File: src/common/sensor_boot_pkg.sv
package sensor_boot_pkg;

  // ----------------------------------------------------------------------
  // identity and sizes
  // ----------------------------------------------------------------------
  // arbitrary identity value, not tied to any real part
  localparam logic [7:0] HW_IDENTITY_VAL = 8'h5C;
  localparam int         RESULT_BYTES    = 4;

  // ----------------------------------------------------------------------
  // sample timing
  // ----------------------------------------------------------------------
  localparam int SAMPLE_PERIOD_US  = 1000;
  localparam int CLK_MHZ           = 25;
  localparam int SAMPLE_PERIOD_CYC = SAMPLE_PERIOD_US * CLK_MHZ;

  // ----------------------------------------------------------------------
  // reset values
  // ----------------------------------------------------------------------
  localparam logic [2:0] DRIVE_RST  = 3'h0;
  localparam logic       IRQ_EN_RST = 1'b0;

  typedef enum logic [0:0] {
    ST_BOOT = 1'b0,
    ST_APP  = 1'b1
  } mode_t;

  // host request group
  typedef struct packed {
    logic       launch;
    logic       cfgWrite;
    logic [2:0] cfgDrive;
    logic       cfgIrqEn;
    logic       readStart;
    logic       readNext;
  } hostReq_t;

  // status presented to host
  typedef struct packed {
    logic fwValid;
    logic appMode;
    logic dataReady;
  } status_t;

endpackage

File: src/rtl/boot_to_app_init.sv
`timescale 1ns/1ps
`default_nettype none

// Function
// - power up in boot, stay until launch
// - boot reports firmware image validity flag
// - launch write moves boot to application only while a firmware image is present
// - application shows firmware valid and mode
// - results sent most significant byte first
module boot_to_app_init (
  input  wire logic                       sys_clk,
  input  wire logic                       nrst,
  input  wire logic                       fwImagePresent,
  input  wire sensor_boot_pkg::hostReq_t  hostReq,
  input  wire logic [15:0]                equivCarbonDioxide,
  input  wire logic [15:0]                volatileOrganicTotal,
  output logic [7:0]                      hardwareIdentity,
  output sensor_boot_pkg::status_t        status,
  output logic [2:0]                      driveMode,
  output logic                            irqOutLow,
  output logic [7:0]                      readByte,
  output logic                            readValid
);

  // ----------------------------------------------------------------------
  // state
  // ----------------------------------------------------------------------
  typedef struct packed {
    sensor_boot_pkg::mode_t mode;
    logic [2:0]             drive;
    logic                   irqEn;
    logic                   ready;
    logic [24:0]            sampleCnt;
    logic [31:0]            sample;
  } core_t;

  core_t state_ff;
  core_t nxt_state;
  logic  inApp;
  logic  sampleTick;
  logic  loadRead;
  logic  launchOk;
  logic  cfgOk;
  logic  stepOk;
  logic  timerRun;

  // ----------------------------------------------------------------------
  // helpers
  // ----------------------------------------------------------------------
  // mode decode feeds the gates, the timer and the status flags
  function automatic logic is_app(input sensor_boot_pkg::mode_t m);
    return (m == sensor_boot_pkg::ST_APP);
  endfunction

  // a zero drive setting parks the sample timer
  function automatic logic drive_active(input logic [2:0] drv);
    return (drv != 3'h0);
  endfunction

  // last count of a period, so exactly one tick lands per full period
  function automatic logic period_end(input logic [24:0] cnt);
    return (cnt == 25'(sensor_boot_pkg::SAMPLE_PERIOD_CYC - 1));
  endfunction

  // carbon dioxide reading goes in the upper half, so it leaves first
  function automatic logic [31:0] pack_sample(
    input logic [15:0] hi,
    input logic [15:0] lo
  );
    return {hi, lo};
  endfunction

  // low level of the interrupt pin only while enabled and a sample waits
  function automatic logic irq_level(input logic en, input logic rdy);
    return ~(en & rdy);
  endfunction

  // ----------------------------------------------------------------------
  // request qualification
  // ----------------------------------------------------------------------
  assign inApp    = is_app(state_ff.mode);
  // launch without a valid image would run garbage, so refuse it
  assign launchOk = hostReq.launch && fwImagePresent && !inApp;
  // boot drops every measurement request without any sign of refusal
  assign cfgOk    = hostReq.cfgWrite && inApp;
  assign loadRead = hostReq.readStart && inApp;
  assign stepOk   = hostReq.readNext && inApp;

  // sampling only runs once measurement has been enabled by a drive setting
  assign timerRun   = inApp && drive_active(state_ff.drive);
  assign sampleTick = timerRun && period_end(state_ff.sampleCnt);

  // ----------------------------------------------------------------------
  // next state
  // ----------------------------------------------------------------------
  always_comb begin
    nxt_state = state_ff;

    // mode and configuration
    unique case (state_ff.mode)
      sensor_boot_pkg::ST_BOOT: begin
        if (launchOk) begin
          nxt_state.mode = sensor_boot_pkg::ST_APP;
        end
      end
      sensor_boot_pkg::ST_APP: begin
        if (cfgOk) begin
          nxt_state.drive = hostReq.cfgDrive;
          nxt_state.irqEn = hostReq.cfgIrqEn;
        end
      end
    endcase

    // sample timer: held at zero while parked, wraps on each tick
    if (!timerRun || sampleTick) begin
      nxt_state.sampleCnt = 25'h0;
    end else begin
      nxt_state.sampleCnt = state_ff.sampleCnt + 25'h1;
    end
    // a new sample beats the clear done by the read in the same cycle
    if (sampleTick) begin
      nxt_state.ready  = 1'b1;
      nxt_state.sample = pack_sample(equivCarbonDioxide, volatileOrganicTotal);
    end else if (loadRead) begin
      nxt_state.ready = 1'b0;
    end
  end

  always_ff @(posedge sys_clk or negedge nrst) begin
    if (!nrst) begin
      state_ff.mode      <= sensor_boot_pkg::ST_BOOT;
      state_ff.drive     <= sensor_boot_pkg::DRIVE_RST;
      state_ff.irqEn     <= sensor_boot_pkg::IRQ_EN_RST;
      state_ff.ready     <= 1'b0;
      state_ff.sampleCnt <= 25'h0;
      state_ff.sample    <= 32'h0000_0000;
    end else begin
      state_ff <= nxt_state;
    end
  end

  // ----------------------------------------------------------------------
  // outputs
  // ----------------------------------------------------------------------
  assign hardwareIdentity = sensor_boot_pkg::HW_IDENTITY_VAL;
  assign status.fwValid   = inApp ? 1'b1 : fwImagePresent;
  assign status.appMode   = inApp;
  assign status.dataReady = state_ff.ready;
  assign driveMode        = state_ff.drive;
  assign irqOutLow        = irq_level(state_ff.irqEn, state_ff.ready);

  // a fresh read restarts the stream from the high byte, even mid-word
  result_serializer u_ser (
    .sys_clk   (sys_clk),
    .nrst      (nrst),
    .load      (loadRead),
    .word      (state_ff.sample),
    .next      (stepOk),
    .byteOut   (readByte),
    .byteValid (readValid)
  );

endmodule

`default_nettype wire

File: src/rtl/result_serializer.sv
`timescale 1ns/1ps
`default_nettype none

// streams a result word out most significant byte first
module result_serializer (
  input  wire logic                                    sys_clk,
  input  wire logic                                    nrst,
  input  wire logic                                    load,
  input  wire logic [8*sensor_boot_pkg::RESULT_BYTES-1:0] word,
  input  wire logic                                    next,
  output logic [7:0]                                   byteOut,
  output logic                                         byteValid
);

  typedef struct packed {
    logic [8*sensor_boot_pkg::RESULT_BYTES-1:0] shift;
    logic [2:0]                                 left;
  } ser_t;

  ser_t state_ff;
  ser_t nxt_state;

  always_comb begin
    nxt_state = state_ff;
    if (load) begin
      nxt_state.shift = word;
      nxt_state.left  = 3'(sensor_boot_pkg::RESULT_BYTES);
    end else if (next && state_ff.left != 3'h0) begin
      nxt_state.shift = {state_ff.shift[8*sensor_boot_pkg::RESULT_BYTES-9:0], 8'h00};
      nxt_state.left  = state_ff.left - 3'h1;
    end
  end

  always_ff @(posedge sys_clk or negedge nrst) begin
    if (!nrst) begin
      state_ff <= '0;
    end else begin
      state_ff <= nxt_state;
    end
  end

  assign byteOut   = state_ff.shift[8*sensor_boot_pkg::RESULT_BYTES-1 -: 8];
  assign byteValid = (state_ff.left != 3'h0);

endmodule

`default_nettype wire

File: config.mk
export PLATFORM = sky130hd
export DESIGN_NAME = boot_to_app_init
export DESIGN_NICKNAME = d
export VERILOG_FILES = /design/src/common/sensor_boot_pkg.sv /design/src/rtl/boot_to_app_init.sv /design/src/rtl/result_serializer.sv
export SDC_FILE = /design/constraint.sdc
export NUM_CORES = 1
export LEC_CHECK = 0
export ABC_AREA = 0
export BUFFER_PORTS_ARGS = -buffer_cell sky130_fd_sc_hd__buf_2
export CORE_MARGIN = 8
export CORE_UTILIZATION = 40
export CTS_CLUSTER_DIAMETER = 30
export DETAILED_ROUTE_END_ITERATION = 12
export GPL_ROUTABILITY_DRIVEN = 1
export PLACE_DENSITY_LB_ADDON = 0.05
export SYNTH_ARGS = -nofsm -noshare
export SYNTH_HDL_FRONTEND = slang
export SYNTH_SLANG_ARGS = --single-unit
export TNS_END_PERCENT = 1
File: constraint.sdc
create_clock -name sys_clk -period 2.6 [get_ports sys_clk]
set_input_delay 0.52 -clock sys_clk [delete_from_list [all_inputs] [get_ports sys_clk]]
set_output_delay 0.52 -clock sys_clk [all_outputs]
set_load 0.05 [all_outputs]
After elaboration in Yosys (flattened, before gate mapping)
Cells that the tools add are included.
{"block": "word_totals", "inputBits": 43, "out_inout_bits": 24, "ff_bits": 98, "word_cells": 37}
{"block": "op_classes", "muxes": 8, "bitwise_logic": 2, "add_sub_neg": 2, "reduce_logical": 16, "n_eq_ne": 1}
{"op": "$mux 35", "count": 2}
{"op": "$add 25x1->25 const B", "count": 1}
{"op": "$eq 25x15->1 const B", "count": 1}
{"op": "$mux 25", "count": 1}
{"op": "$logic_and 1x1->1", "count": 8}
{"op": "$reduce_bool 3->1", "count": 2}
{"op": "$mux 1", "count": 5}
{"op": "$reduce_bool 2->1", "count": 2}
{"op": "$sub 3x1->3 const B", "count": 1}
{"op": "$logic_not 1->1", "count": 2}
{"op": "$reduce_and 2->1", "count": 1}
{"op": "$and 1x1->1", "count": 1}
{"op": "$logic_or 1x1->1", "count": 1}
{"op": "$not 1->1", "count": 1}

Depth between registers and ports, before layout
{"block": "logic_depth", "word_depth": 5, "depth_mapped": 8, "ltp_nobuf": 6}

Cells and area by module
Synthesis repeated with hierarchy kept, for this count alone.
{"block": "hier_totals", "hier_cells": 407, "hier_area_um2": 4777.1}
{"module": "boot_to_app_init", "area_each_um2": 2960.3, "instances": 1, "cells_per_inst": 238}
{"module": "result_serializer", "area_each_um2": 1816.7, "instances": 1, "cells_per_inst": 169}

Least setup slack after synthesis
Ideal clock, no wire load.
{"block": "synth_path", "path_kind": "reg-to-reg", "start": "reg u_ser.state_ff[0] (netlist name)", "end": "reg u_ser.state_ff[16] (netlist name)", "synth_period_minus_slack_ps": 2067, "path_buffers": 2, "t_arrival_ps": 1933, "stages_incl_launch_ff": 9, "required_ps": 2466, "path_slack_ps": 533, "setup_time_ps": 134, "cell_sequence": "dfrtp_1 -> inv_1 -> ha_1 -> nand2b_1 -> and3_1 -> buf_2 -> buf_2 -> mux2i_1 -> o21ai_0"}
{"block": "synth_between", "elab_chain_len": 3}
{"item": "start: declaration", "line": "result_serializer.sv:20", "rtl": "ser_t state_ff;"}
{"item": "start signal: assignment", "line": "result_serializer.sv:38", "rtl": "state_ff <= nxt_state;"}
{"item": "$reduce_bool 3->1"}
{"item": "named net readValid", "line": "boot_to_app_init.sv:22", "rtl": "output logic readValid"}
{"item": "$logic_and 1x1->1", "line": "result_serializer.sv:28", "rtl": "end else if (next && state_ff.left != 3'h0) begin"}
{"item": "$reduce_bool 2->1 (no source line)"}
The timed path passes the listed nets, and every way through them passes these cells.
A chain may end at the register's enable or synchronous reset.

==> results.json <==
{
  "grt.total_usage_pct": 13.3,
  "slew-limit-headroom_pct": 63.7,
  "finalNonFillerCells": 586,
  "power_leakage_uw": 0.00239,
  "gr-total-overflow": 0,
  "die_w_um": 121,
  "dieArea_um2": 14700,
  "nFillCells": 996,
  "rsz0062_at_grt": "no",
  "cts_hold_buf": 0,
  "synth-seq-cells": 98,
  "skew_ns": 0.00715,
  "setup_tns_ns": 0,
  "comb_power_share_pct": 10.8,
  "gp_congestion": 0.803,
  "max_cap_violations": 0,
  "seq_area_frac_synth_pct": 55.5,
  "ys_types": 36,
  "clk_pin_slew_ns": 0.09,
  "cp-start-kind": "register",
  "synthTopCellsByArea": "dfrtp_1 56%, mux2_2 9.2%, mux2i_1 5.4%",
  "ir_worst_vdd_mv": 0.352,
  "worst_pin_slew_ns": 0.544,
  "final_util_pct": 46.5,
  "start_util_pct": 40.9,
  "numCtsBuffers": 9,
  "path_class": "reg2reg",
  "drc": 0,
  "syn_area_per_cell_um2": 11.1,
  "core_um2": 10800,
  "synth_async_sr_flop_share_pct": 100,
  "yosysWarnings": 0,
  "nets": 487,
  "drtIter0Drc": 253,
  "via_count": 2953,
  "power.internal_uw": 2330,
  "yosysMostFrequentCell": "dfrtp_1",
  "required_ns": 2.90,
  "drt-vias-per-instance": 5.04,
  "p_clk_share_pct": 37.2,
  "synth_flop_cell": "dfrtp_1",
  "regArea_um2": 2450,
  "synth_top_area_cell": "dfrtp_1",
  "p_per_area_nw_per_um2": 622,
  "grt_pass1_wl_um": 15500,
  "place_ws_ns": 0.561,
  "period_needed_ns": 2.06,
  "wl_per_cell_um": 15.8,
  "first_pass_iters": 4,
  "antenna_cells": 0,
  "clock_latency_ns": 0.37,
  "finalHoldViolCount": 0,
  "multi_input_comb_area_um2": 1740,
  "synth_top_area_share_pct": 55.5,
  "antenna_found_initial": 0,
  "cts_setup_buffers": 0,
  "finalSetupViolCount": 0,
  "placedCellCount": 570,
  "hold_class": "in2async",
  "fin_crit_sh_pct": 79.2,
  "outcome": "complete, no violations",
  "synthTopCellsByCount": "98 x dfrtp_1, 50 x nand2_1, 41 x o21ai_0, 36 x mux2_2, 24 x mux2i_1",
  "htree_levels": 3,
  "netlist_area_um2": 4420,
  "io_pins": 67,
  "slew_violations": 0,
  "die_h_um": 121,
  "endpoint_kind": "register",
  "fmax_ghz": 0.485,
  "crit_arrival_ns": 2.36,
  "grt_max_degree": 60,
  "ant_nets": 0,
  "grt_pass1_vias": 3045,
  "synth_edf_count": 0,
  "path_max_fanout": 10,
  "fp-row-count": 38,
  "seq_power_share_pct": 52.0,
  "clock_sinks": 98,
  "cts-root-buf": "clkbuf_8",
  "p_switching_uw": 794,
  "power_switching_share_pct": 25.4,
  "wirelength_um": 9240,
  "area_delta_synth_final_pct": 13.6,
  "drive_gt1_share_pct": 27.8,
  "cts-resized-gates": 0,
  "io_buffers": 58,
  "dpl.hpwl_um": 6410,
  "finalWorstSetupSlack_ns": 0.540,
  "tritoncts": "built",
  "cts_buffer_depth": 2,
  "synth_cells": 398
}
==> layout make-up <==
cell class | instances | share of cell area (%)
Clock inverter | 6 | 2.09
Sequential cell | 98 | 48.9
Multi-Input combinational cell | 261 | 34.7
Inverter | 6 | 0.449
Tap cell | 140 | 3.49
Clock buffer | 10 | 2.54
Timing Repair Buffer | 65 | 7.88
==> cells in the final DEF (no fill, tap or decap), types with 6 or more instances in the layout <==
master	count
a21oi_1	11
buf_2	57
clkbuf_8	9
conb_1	8
dfrtp_1	98
inv_1	6
mux2_2	36
mux2i_1	24
nand2_1	50
nand3_1	7
nor2_1	20
o21ai_0	41
or3_1	8
xnor2_1	10
==> stage by stage <==
| stage | area, µm² | power, µW | hold WS, ns |
|---|---|---|---|
| 5_1_grt | 5020 | 3270 | 0.124 |
| 4_1_cts | 5020 | 3180 | 0.127 |
| 3_5_place_dp | 4780 | 1990 | 0.466 |
| 3_3_place_gp | 4780 | 1990 | 0.447 |
| 2_1_floorplan | 4440 | 1880 | 0.224 |
| 6_report | 5020 | 3120 | 0.119 |
==> per-layer routing <==
layer / part of all wire, % / vias to the layer above / global-route usage, %
met1: 48 / 1439 / 17.2
li1: - / 1437 / -
met4: 1.1 / 0 / 3.75
met2: 44 / 68 / 20.1
met3: 7.4 / 9 / 5.49
met5: 0 / - / 0
==> flip-flops by register name (all words and copies together) (netlist names) <==
name and count:
u_ser.state_ff 27, u_ser.byteOut 8, driveMode 3, state_ff 58, status 1, inApp 1
==> cells by family after synthesis <==
family                   synth area share [%]
XOR/XNOR                                 2.78
AND/OR/NAND/NOR                          13.2
flip-flops                               55.5
AO/OA/AOI/OAI                            7.08
buffers and inverters                    5.83
other                                   0.170
adder cells (fa/ha/maj)                 0.850
multiplexers                             14.6
==> power by group through the flow <==
stage | Sequential, µW | Combinational [µW] | Clock (µW)
final | 1620 | 337 | 1160
after global routing | 1630 | 374 | 1270
after CTS | 1620 | 344 | 1210
after detailed placement | 1650 | 342 | 0
after global placement | 1650 | 340 | 0
after floorplan | 1630 | 250 | 0
==> critical path, stage by stage, from the launching register on <==
cell     delay (ns)
dfrtp_1        0.39
ha_1           0.22
nand2_2        0.09
or4_1          0.70
or4_1          0.45
a21oi_1        0.15
==> final timing paths <==
check	from	end	slack, ns	cells past startpoint
max in group asynchronous	nrst	u_ser.state_ff[5]$_DFFE_PN0P_	1.78	2
worst max register to register	state_ff[32]$_DFF_PN0_	state_ff[56]$_DFF_PN0_	0.54	5
worst min register to register	state_ff[32]$_DFF_PN0_	state_ff[32]$_DFF_PN0_	0.48	1
worst min-delay path	nrst	state_ff[32]$_DFF_PN0_	0.12	1
min in group sys_clk	hostReq[7]	inApp$_DFF_PN0_	0.35	2
worst max-delay path	state_ff[32]$_DFF_PN0_	state_ff[56]$_DFF_PN0_	0.54	5
Power figures use the tool's default switching activity.
